### config.mk
export PLATFORM = sky130hd
export DESIGN_NAME = iss_stats
export DESIGN_NICKNAME = d
export VERILOG_FILES = /design/src/logic/iss_pkg.sv /design/src/logic/iss_buf2.sv /design/src/logic/iss_stats.sv
export VERILOG_INCLUDE_DIRS = /design/src /design/src/logic
export SDC_FILE = /design/constraint.sdc
export NUM_CORES = 2
export LEC_CHECK = 0
export ABC_AREA = 1
export BUFFER_PORTS_ARGS = -buffer_cell sky130_fd_sc_hd__buf_2
export CAP_MARGIN = 20
export CORE_MARGIN = 4
export CORE_UTILIZATION = 40
export CTS_CLUSTER_SIZE = 14
export DETAILED_ROUTE_END_ITERATION = 10
export GPL_TIMING_DRIVEN = 0
export PLACE_DENSITY = 0.64
export SYNTH_ARGS = -nofsm -noshare
export SYNTH_HDL_FRONTEND = slang
export SYNTH_SLANG_ARGS = --single-unit
### constraint.sdc
create_clock -name mclk -period 40 [get_ports mclk]
set_input_delay 10 -clock mclk [delete_from_list [all_inputs] [get_ports mclk]]
set_output_delay 10 -clock mclk [all_outputs]
set_load 0.01 [all_outputs]
### src/logic/iss_map.svh
// Register offsets, field positions and reset values of the iteration statistics unit.
`ifndef ISS_MAP_SVH
`define ISS_MAP_SVH

// ==========================================================================
// Register byte offsets
`define ISS_CTRL_OFS      8'h00
`define ISS_STAT_OFS      8'h04
// Result block n (0..3) starts at byte 0x20*(n+1); address bits 7:5 pick it.
`define ISS_RES_FIRST     3'h1
`define ISS_RES_LAST      3'h4
// Word slot inside a result block, address bits 4:2.
`define ISS_SLOT_PEAK     3'h0
`define ISS_SLOT_POS      3'h1
`define ISS_SLOT_RE_LO    3'h2
`define ISS_SLOT_RE_HI    3'h3
`define ISS_SLOT_IM_LO    3'h4
`define ISS_SLOT_IM_HI    3'h5

// ==========================================================================
// Control register fields
`define ISS_SEL_LSB       0
`define ISS_MAG_BIT       2
`define ISS_LOG_BIT       3
`define ISS_SHIFT_LSB     8
`define ISS_RESTART_BIT   31

// ==========================================================================
// Reset values and counts
`define ISS_SEL_RST       2'h0
`define ISS_SHIFT_RST     5'h00
`define ISS_NUM_ITER      3'h4

`endif

### src/logic/iss_pkg.sv
// Types shared by the iteration statistics unit and its output buffer.
package iss_pkg;

   // =======================================================================
   // Output select codes.
   typedef enum logic [1:0] {
      ISS_SEL_MAIN = 2'h0,
      ISS_SEL_PEAK = 2'h2,
      ISS_SEL_SUM  = 2'h3
   } iss_sel_t;

   // One datapath sample; last marks the final sample of an iteration.
   typedef struct packed {
      logic [23:0] i;
      logic [23:0] q;
      logic        last;
   } iss_sample_t;

   // One word to the output formatter; stat asks for two 32-bit words.
   typedef struct packed {
      logic [23:0] i;
      logic [23:0] q;
      logic        last;
      logic        stat;
   } iss_word_t;

endpackage

### src/logic/iss_buf2.sv
// Two-entry buffer between the statistics unit and the output formatter.
`timescale 1ns/100ps

module iss_buf2 (
   input  wire logic          mclk,      // Datapath clock.
   input  wire logic          rst_b,     // Synchronous reset, active low.
   input  wire logic          ce,        // Clock enable; low freezes all.
   input  wire logic          in_valid,  // Word offered.
   output logic               in_ready,  // Room for a word.
   input  iss_pkg::iss_word_t in_data,   // Offered word.
   output logic               out_valid, // Head word valid.
   input  wire logic          out_ready, // Receiver takes head word.
   output iss_pkg::iss_word_t out_data   // Head word.
);

   // ========================================================================
   // Storage
   iss_pkg::iss_word_t tail_reg;   // Second entry, valid when two held.
   logic [1:0]         cnt_reg;    // Words held, 0 to 2.
   logic [1:0]         cnt_next;   // Next word count.
   logic               push;       // Word accepted this cycle.
   logic               pop;        // Word delivered this cycle.

   assign push = in_valid & in_ready;
   assign pop  = out_valid & out_ready;

   // Count follows pushes and pops; both at once leave it unchanged.
   always_comb begin
      cnt_next = cnt_reg;
      if (push && !pop) begin
         cnt_next = cnt_reg + 2'h1;
      end else if (pop && !push) begin
         cnt_next = cnt_reg - 2'h1;
      end
   end

   // Flags are registered so the ports come straight from flip-flops.
   always_ff @(posedge mclk) begin
      if (!rst_b) begin
         cnt_reg   <= 2'h0;
         in_ready  <= 1'b0;
         out_valid <= 1'b0;
      end else if (ce) begin
         cnt_reg   <= cnt_next;
         in_ready  <= (cnt_next != 2'h2);
         out_valid <= (cnt_next != 2'h0);
      end
   end

   // Head always holds the oldest word, so the output needs no mux.
   always_ff @(posedge mclk) begin
      if (!rst_b) begin
         out_data <= '0;
         tail_reg <= '0;
      end else if (ce) begin
         if (pop && cnt_reg == 2'h2) begin
            out_data <= tail_reg;
         end else if (push && (cnt_reg == 2'h0 || (pop && cnt_reg == 2'h1))) begin
            out_data <= in_data;
         end else if (push) begin
            tail_reg <= in_data;
         end
      end
   end

endmodule

### src/logic/iss_stats.sv
// Per-iteration peak and sum statistics unit with its Avalon-MM registers.
//
// Local design decisions: the placing of the registers and the Avalon-MM slave port.
`timescale 1ns/100ps
`include "iss_map.svh"

// ==========================================================================
module iss_stats (
   input  wire logic          mclk,            // Datapath clock, 25 MHz.
   input  wire logic          rst_b,           // Synchronous reset, active low.
   input  wire logic          ce,              // Clock enable; low freezes all.
   input  wire logic          in_valid,        // Datapath sample offered.
   output logic               in_ready,        // Unit takes the sample.
   input  iss_pkg::iss_sample_t in_data,       // Datapath I, Q and last flag.
   output logic               out_valid,       // Word to output formatter.
   input  wire logic          out_ready,       // Formatter takes the word.
   output iss_pkg::iss_word_t out_data,        // Word to output formatter.
   input  wire logic [7:0]    avs_address,     // Register byte address.
   input  wire logic          avs_read,        // Read request.
   input  wire logic          avs_write,       // Write request.
   input  wire logic [31:0]   avs_writedata,   // Write data.
   input  wire logic [3:0]    avs_byteenable,  // Write byte lanes.
   output logic [31:0]        avs_readdata,    // Read data.
   output logic               avs_waitrequest  // Stall, low for one answer cycle.
);

   // ========================================================================
   // Functions

   // Shift a 36-bit total right and clamp it into 24 signed bits.
   function automatic logic [23:0] sat_shift(input logic [35:0] tot, input logic [4:0] sh);
      logic signed [35:0] s;
      s = $signed(tot) >>> sh;
      if (s > 36'sh0007FFFFF) begin
         sat_shift = 24'h7FFFFF;
      end else if (s < -36'sh000800000) begin
         sat_shift = 24'h800000;
      end else begin
         sat_shift = s[23:0];
      end
   endfunction

   // Sign-extend a 24-bit sample to the width of the totals.
   function automatic logic [35:0] widen(input logic [23:0] v);
      widen = {{12{v[23]}}, v};
   endfunction

   // ========================================================================
   // Configuration state

   iss_pkg::iss_sel_t sel_reg;     // Output select field.
   logic              mag_reg;     // Magnitude computation enabled upstream.
   logic              log_reg;     // Log computation enabled upstream.
   logic [4:0]        shift_reg;   // Sum shift amount, not per parameter set.
   logic              restart;     // Write pulse that restarts recording.

   // ========================================================================
   // Accumulators of the running iteration

   logic [23:0] peak_reg;          // Largest sample so far.
   logic [11:0] pos_reg;           // Position of the largest sample.
   logic [11:0] idx_reg;           // Position of the next sample.
   logic [35:0] re_reg;            // Running real total.
   logic [35:0] im_reg;            // Running imaginary total.
   logic [23:0] peak_next;         // Peak including the current sample.
   logic [11:0] pos_next;          // Position including the current sample.
   logic [35:0] re_next;           // Real total including the current sample.
   logic [35:0] im_next;           // Imaginary total including the current sample.
   logic        take;              // Sample accepted this cycle.
   logic        iter_end;          // Accepted sample closes the iteration.

   // ========================================================================
   // Recorded results, one entry per early iteration

   logic [23:0] rec_peak [0:3];    // Recorded peak values.
   logic [11:0] rec_pos  [0:3];    // Recorded peak positions.
   logic [35:0] rec_re   [0:3];    // Recorded real totals.
   logic [35:0] rec_im   [0:3];    // Recorded imaginary totals.
   logic [2:0]  iter_cnt_reg;      // Iterations recorded, stops at four.

   // ========================================================================
   // Bus state

   logic        req;               // A read or write is pending.
   logic [31:0] rd_mux;            // Word selected by the address.
   logic [2:0]  blk;               // Result block field of the address.
   logic [1:0]  blk_n;             // Iteration that the block belongs to.

   // ========================================================================
   // Output buffer link

   logic               buf_valid;  // Word offered to the buffer.
   logic               buf_ready;  // Buffer has room.
   iss_pkg::iss_word_t buf_word;   // Word offered to the buffer.

   // ========================================================================
   // Sample intake

   // A sample is taken only when the buffer has room, so a stalled
   // formatter holds back the datapath instead of dropping a word.
   assign in_ready = buf_ready;
   assign take     = in_valid & buf_ready;
   assign iter_end = take & in_data.last;

   // Running values with the present sample folded in. The peak compares
   // unsigned, as magnitude and log samples never go negative.
   always_comb begin
      peak_next = peak_reg;
      pos_next  = pos_reg;
      re_next   = re_reg;
      im_next   = im_reg;
      if (take) begin
         // Strictly greater, so an equal later sample leaves the first.
         if ((mag_reg || log_reg) && in_data.i > peak_reg) begin
            peak_next = in_data.i;
            pos_next  = idx_reg;
         end
         // Both halves always add, giving a complex total.
         re_next = re_reg + widen(in_data.i);
         im_next = im_reg + widen(in_data.q);
      end
   end

   // Accumulators clear at the end of each iteration and on restart.
   always_ff @(posedge mclk) begin
      if (!rst_b) begin
         peak_reg <= 24'h000000;
         pos_reg  <= 12'h000;
         idx_reg  <= 12'h000;
         re_reg   <= 36'h000000000;
         im_reg   <= 36'h000000000;
      end else if (ce) begin
         if (iter_end || restart) begin
            peak_reg <= 24'h000000;
            pos_reg  <= 12'h000;
            idx_reg  <= 12'h000;
            re_reg   <= 36'h000000000;
            im_reg   <= 36'h000000000;
         end else begin
            peak_reg <= peak_next;
            pos_reg  <= pos_next;
            re_reg   <= re_next;
            im_reg   <= im_next;
            if (take) begin
               idx_reg <= idx_reg + 12'h001;
            end
         end
      end
   end

   // ========================================================================
   // Result capture

   // The first four closing iterations land in the records; later ones
   // are seen only through the statistics output mode.
   always_ff @(posedge mclk) begin
      if (!rst_b) begin
         iter_cnt_reg <= 3'h0;
      end else if (ce) begin
         if (restart) begin
            iter_cnt_reg <= 3'h0;
         end else if (iter_end && iter_cnt_reg != `ISS_NUM_ITER) begin
            iter_cnt_reg <= iter_cnt_reg + 3'h1;
         end
      end
   end

   // Records keep their values over a restart until overwritten.
   always_ff @(posedge mclk) begin
      if (!rst_b) begin
         for (int n = 0; n < 4; n++) begin
            rec_peak[n] <= 24'h000000;
            rec_pos[n]  <= 12'h000;
            rec_re[n]   <= 36'h000000000;
            rec_im[n]   <= 36'h000000000;
         end
      end else if (ce && !restart && iter_end && iter_cnt_reg != `ISS_NUM_ITER) begin
         rec_peak[iter_cnt_reg[1:0]] <= peak_next;
         rec_pos[iter_cnt_reg[1:0]]  <= pos_next;
         rec_re[iter_cnt_reg[1:0]]   <= re_next;
         rec_im[iter_cnt_reg[1:0]]   <= im_next;
      end
   end

   // ========================================================================
   // Output path

   // Main mode forwards every sample; statistics mode swallows samples
   // and sends one word when the iteration closes.
   always_comb begin
      buf_valid     = 1'b0;
      buf_word      = '0;
      buf_word.last = in_data.last;
      if (!sel_reg[1]) begin
         buf_valid  = in_valid;
         buf_word.i = in_data.i;
         buf_word.q = in_data.q;
      end else begin
         buf_valid     = in_valid & in_data.last;
         // The formatter writes this as two 32-bit words and ignores the
         // usual destination count, stride, width and real-only flag.
         buf_word.stat = 1'b1;
         if (!sel_reg[0]) begin
            buf_word.i = peak_next;
            buf_word.q = {12'h000, pos_next};
         end else begin
            // Shift then clamp signed, even for magnitude totals.
            buf_word.i = sat_shift(re_next, shift_reg);
            buf_word.q = sat_shift(im_next, shift_reg);
         end
      end
   end

   // The buffer absorbs one stalled word so the formatter's stall costs
   // no sample; its flags are flip-flops, keeping outputs registered.
   iss_buf2 u_buf (
      .mclk      (mclk),
      .rst_b     (rst_b),
      .ce        (ce),
      .in_valid  (buf_valid),
      .in_ready  (buf_ready),
      .in_data   (buf_word),
      .out_valid (out_valid),
      .out_ready (out_ready),
      .out_data  (out_data)
   );

   // ========================================================================
   // Avalon-MM slave

   assign req   = avs_read | avs_write;
   assign blk   = avs_address[7:5];
   assign blk_n = 2'(blk - `ISS_RES_FIRST);

   // Read decode; unmapped addresses answer zero.
   always_comb begin
      rd_mux = 32'h00000000;
      if (avs_address == `ISS_CTRL_OFS) begin
         rd_mux[`ISS_SEL_LSB +: 2]   = sel_reg;
         rd_mux[`ISS_MAG_BIT]        = mag_reg;
         rd_mux[`ISS_LOG_BIT]        = log_reg;
         rd_mux[`ISS_SHIFT_LSB +: 5] = shift_reg;
      end else if (avs_address == `ISS_STAT_OFS) begin
         rd_mux[2:0] = iter_cnt_reg;
         rd_mux[4]   = (idx_reg != 12'h000);
      end else if (blk >= `ISS_RES_FIRST && blk <= `ISS_RES_LAST && avs_address[1:0] == 2'h0) begin
         case (avs_address[4:2])
            `ISS_SLOT_PEAK:  rd_mux[23:0] = rec_peak[blk_n];
            `ISS_SLOT_POS:   rd_mux[11:0] = rec_pos[blk_n];
            `ISS_SLOT_RE_LO: rd_mux       = rec_re[blk_n][31:0];
            `ISS_SLOT_RE_HI: rd_mux[3:0]  = rec_re[blk_n][35:32];
            `ISS_SLOT_IM_LO: rd_mux       = rec_im[blk_n][31:0];
            `ISS_SLOT_IM_HI: rd_mux[3:0]  = rec_im[blk_n][35:32];
            default:         rd_mux       = 32'h00000000;
         endcase
      end
   end

   // One wait cycle: waitrequest drops for one cycle after a request is
   // seen, and rises again at the edge that completes the transfer.
   always_ff @(posedge mclk) begin
      if (!rst_b) begin
         avs_waitrequest <= 1'b1;
         avs_readdata    <= 32'h00000000;
      end else if (ce) begin
         if (req && avs_waitrequest) begin
            avs_waitrequest <= 1'b0;
            avs_readdata    <= avs_read ? rd_mux : 32'h00000000;
         end else begin
            avs_waitrequest <= 1'b1;
         end
      end
   end

   // Restart is a write of one to its bit; it reads back as zero.
   assign restart = avs_write & ~avs_waitrequest & (avs_address == `ISS_CTRL_OFS)
                    & avs_byteenable[3] & avs_writedata[`ISS_RESTART_BIT];

   // Control register; writes land at the completing edge, per byte lane.
   // Result records are read-only, so writes to them are dropped.
   always_ff @(posedge mclk) begin
      if (!rst_b) begin
         sel_reg   <= iss_pkg::iss_sel_t'(`ISS_SEL_RST);
         mag_reg   <= 1'b0;
         log_reg   <= 1'b0;
         shift_reg <= `ISS_SHIFT_RST;
      end else if (ce && avs_write && !avs_waitrequest && avs_address == `ISS_CTRL_OFS) begin
         if (avs_byteenable[0]) begin
            sel_reg <= iss_pkg::iss_sel_t'(avs_writedata[`ISS_SEL_LSB +: 2]);
            mag_reg <= avs_writedata[`ISS_MAG_BIT];
            log_reg <= avs_writedata[`ISS_LOG_BIT];
         end
         if (avs_byteenable[1]) begin
            shift_reg <= avs_writedata[`ISS_SHIFT_LSB +: 5];
         end
      end
   end

endmodule
# == After elaboration in Yosys (flattened, before gate mapping) ==
# Memories as Yosys holds them, arrays and structs flattened.
# Cells that the tools add are included.
# Widths: inputs -> output; s select.
# totals
n_memories,4
inputBits,100
ramBits,432
elab_cells,166
regBits,269
# op_classes
muxes,57
bitwise,13
reduce_logical,43
order_cmp,7
n_eq_ne,10
add_sub_neg,7
shifts,2
# memory_table
name,words,word_bits,rd,rd_ports_with_merged_regs,wr,line_no,rtl
rec_im,4,36,1,0,4,iss_stats.sv:78,logic [35:0] rec_im [0:3];
rec_re,4,36,1,0,4,iss_stats.sv:77,logic [35:0] rec_re [0:3];
rec_peak,4,24,1,0,4,iss_stats.sv:75,logic [23:0] rec_peak [0:3];
rec_pos,4,12,1,0,4,iss_stats.sv:76,logic [11:0] rec_pos [0:3];
# ops
op,n
$mux 36,6
$mux 24,8
$mux 50,2
$mux 48,2
$add 36x36->36,2
$gt 36x24->1 const B,2
$lt 36x24->1 const B,2
$mux 12,6
$reduce_or 36->1,2
$sshr 36x5->36,2
$mux 32,2
$pmux 12 s3,1
$pmux 8 s4,1
$mux 27,1
$gt 24x24->1,1
$pmux 4 s6,1
$reduce_or 24->1,1
$mux 19,1
$logic_and 1x1->1,16
$pmux 8 s2,1
$mux 1,13
$add 12x1->12 const B,1
$mux 2,6
$reduce_and 2->1,6
other kinds (28),53

# == Logic depth before layout (Yosys ltp) ==
# depth
depth_word,14
depth_mapped,31

# == Hierarchy ==
# A second synthesis with hierarchy kept.
# unflattened
hier_cells,5863
area_unflattened_um2,41921.5
# modules_own_cells
module,instances,seq_area_each_um2,cells_each,area_each_um2
iss_stats,1,16275.6,5075,37116.8
iss_buf2,1,2082.0,788,4804.6

# == Least setup slack after synthesis ==
# No wires, ideal clock.
# synth_timing
kind,input-to-reg
start,in in_valid
end,"mem rec_im[3][0], enable pin"
required_time_ns,39.266
cell_stages,8
setup_ns,0.734
path_slack_ns,20.547
arrival_time_ns,18.719
cell_sequence,nand2_1 > clkbuf_1 > clkbuf_1 > nor2_1 > nand3_1 > inv_1 > nand2_1 > o31ai_1
# synth_lines
item,line_no,rtl
"start, declared",iss_stats.sv:12,"input wire logic in_valid,"
"end, declared",iss_stats.sv:78,

==> results.md <==
- R2R cell count: 15
- Filler cells: 10.8k
- Fmax: 64.1 MHz
- Final max-slew violation count: 0
- Max Buffers Root-to-Sink: 3
- Hold depth: 2
- Initial antenna violation count: 14
- Placed inst area: 0.0461 mm^2
- Die ar.: 0.113 mm^2
- CP max FO: 56
- Worst-skew pair later-pin latency: 670 ps
- First-pass GRT wire length: 272000 um
- Area growth syn-to-layout: 13.4%
- Clock Sink Count: 701
- Crit Reg-Reg Startpoint: u_buf.in_ready
- WS Path Type: in -> reg
- Setup tns final: 0 ps
- Most common cell after layout, fill and taps aside: nand2_1
- Mapped Nets: 6062
- Die Span X: 335 um
- Ports: 185
- Setup crit start: in_valid
- TritonCTS clock tree: done
- DR iter-0 viols: 5698
- Setup crit start kind: input port
- Mapped Area: 0.0429 mm^2
- Hold WS: 459 ps
- DP Wirelength: 148000 um
- First-pass DRT Iterations: 6
- ANT nets after route: 0
- Lkg Pwr: 21.0 nW
- Post-Syn Instances: 5857
- Number of distinct library cells after synthesis: 70
- PD cells: 38.8 mW/mm^2
- CTS H-tree depth: 3
- Buffer count from post-CTS setup fixing: 0
- Syn_area_per_cell: 7.32 um^2
- Design area: 0.0487 mm^2
- Top flop regs: rec_im: 144 flops, rec_re: 144 flops, rec_peak: 96 flops
- Setup Skew: 21.3 ps
- Register area share after synthesis: 42.8%
- Vias in the first global route: 41.2k
- Critical path arrival: 15950 ps
- Worst R2R Setup Slack: 33300 ps
- Final hold vios: 0
- # setup viols final: 0
- RePlAce Congestion: 1.10
- Max-Cap Viols: 0
- Tightest Pin Transition: 1290 ps
- Syn. warnings: 0
- GRT Util Overall: 32.9%
- DR vias/cell: 5.76
- Setup crit end: rec_im[2][17]
- CTS root buf: clkbuf_16
- Layout cells sized above 1: 11.4%
- Via count: 43.9k
- RSZ-0062 raised after global routing: false
- Outcome: complete, no violations
- # DRC: 0
- Avg WL per Cell: 25.2 um
- Tightest Hold Check Type: reg -> reg
- Min Clock Period, post-route: 15600 ps
- Worst VDD drop: 0.0291 mV
- Clock transition at path regs: 60 ps
- FFs w/ async S/R, synth: 0%
- Cts repair resizes: 0
- # rows: 119
- Hold Buf Count CTS: 0
- Most frequent cells in the layout: 1393 x nand2_1, 1053 x nor2_1, 526 x nand3_1
- RR Endpoint: rec_im[2][17]
- TritonCTS buffer count: 77
- WL final: 192000 um
- Port Buffers: 159
- WP data required: 40340 ps
- Largest net degree at the start of global routing: 57
- Post-synth EDFFs: 432
- Critical Path End Type: flip-flop
- Rel. slew slack: 14.2%
- Placeable Area: 0.106 mm^2
- Final period util: 39.0%
- Die height: 335 um
- Total grt overflow: 0
- Initial Utilization: 40.5%
- Top FF cell, synth: edfxtp_1
- Final core occ: 46.0%
- Yosys reg bits: 701
- Nets: 6366
## per-layer routing
layer	up-vias	share of wire, %	track usage (%)
met4	4	8.0	21.7
met2	2653	43	51.3
li1	20000	-	-
met3	600	11	6.95
met5	-	0.011	0
met1	20600	38	41.4
## synth_stat cells (all sizes together) (3+ instances only)
cell / number / share of area [%]
o21bai: 7 / 0.13
nor2: 1070 / 9.5
a21oi: 263 / 3.3
dfxtp: 269 / 13
clkinv: 9 / 0.11
and2: 4 / 0.058
a211oi: 5 / 0.088
o22ai: 39 / 0.57
nor3: 15 / 0.20
o31ai: 3 / 0.052
nand3b: 3 / 0.082
or2: 49 / 0.71
a22o: 17 / 0.35
buf: 106 / 1.3
clkbuf: 235 / 2.1
mux2i: 5 / 0.12
ha: 103 / 3.0
a31oi: 12 / 0.18
a221oi: 7 / 0.14
a22oi: 6 / 0.10
o21ai: 332 / 3.9
nand3: 610 / 8.1
o211ai: 69 / 1.4
nand4: 24 / 0.36
o32ai: 108 / 2.2
xor2: 6 / 0.12
inv: 527 / 4.6
xnor2: 16 / 0.33
nand2: 1484 / 14
a21o: 3 / 0.052
edfxtp: 432 / 30
## metrics by stage
step	instances	setup slack (ps)	power [mW]
finish	7616	24400	1.89
global route	7614	24320	1.94
CTS	7601	24590	1.87
detailed placement	7461	23940	1.16
global placement	7407	12580	1.16
floorplan	5857	20550	1.02
## layout make-up
class	instances	area (um^2)	share of cell area [%]
multi-input cells	4279	21100	43.3
flip-flops and latches	701	18400	37.7
clock buffers	100	2060	4.24
inverters	536	2030	4.18
well taps	1391	1740	3.58
repair buffers	225	1500	3.08
plain buffers	341	1460	3.00
clock inverters	40	413	0.849
diodes	3	7.51	0.0154
## worst max-delay path, stage by stage
cell and delay [ps]:
buf_2 100, nand2_1 130, clkbuf_1 740, clkbuf_1 890, nor2_1 320, nand3_1 170, inv_1 50, nand2_1 160
nor2_1 100, inv_2 260, nor2_1 130, nand2_1 470, buf_2 400, buf_1 690, nand2_4 760, buf_16 470
## where the power goes
group / leakage [nW] / internal (mW) / switching, mW
clock network: 1.22 / 0.401 / 0.321
logic: 13.1 / 0.0975 / 0.264
registers: 6.64 / 0.791 / 0.0131
total: 21.0 / 1.29 / 0.598
## how the worst min path moves through the flow
| stage | endpoint | start |
|---|---|---|
| CTS | u_buf.tail_reg[1] | u_buf.tail_reg[1] |
| global placement | avs_readdata[23] | avs_readdata[23] |
| floorplan | mag_reg | mag_reg |
| finish | avs_readdata[22] | avs_readdata[22] |
| detailed placement | u_buf.tail_reg[1] | u_buf.tail_reg[1] |
| global route | avs_readdata[13] | avs_readdata[13] |
## kinds of logic after synthesis
| kind of cell | after synthesis | synth area share, % |
|---|---|---|
| XOR/XNOR | 22 | 0.449 |
| buffers and inverters | 877 | 8.14 |
| flip-flops | 701 | 42.8 |
| multiplexers | 5 | 0.117 |
| adder cells (fa/ha/maj) | 105 | 3.10 |
| AND/OR/NAND/NOR | 3264 | 32.7 |
| AO/OA/AOI/OAI | 883 | 12.7 |
No activity file was read; power rests on OpenSTA's default activity.
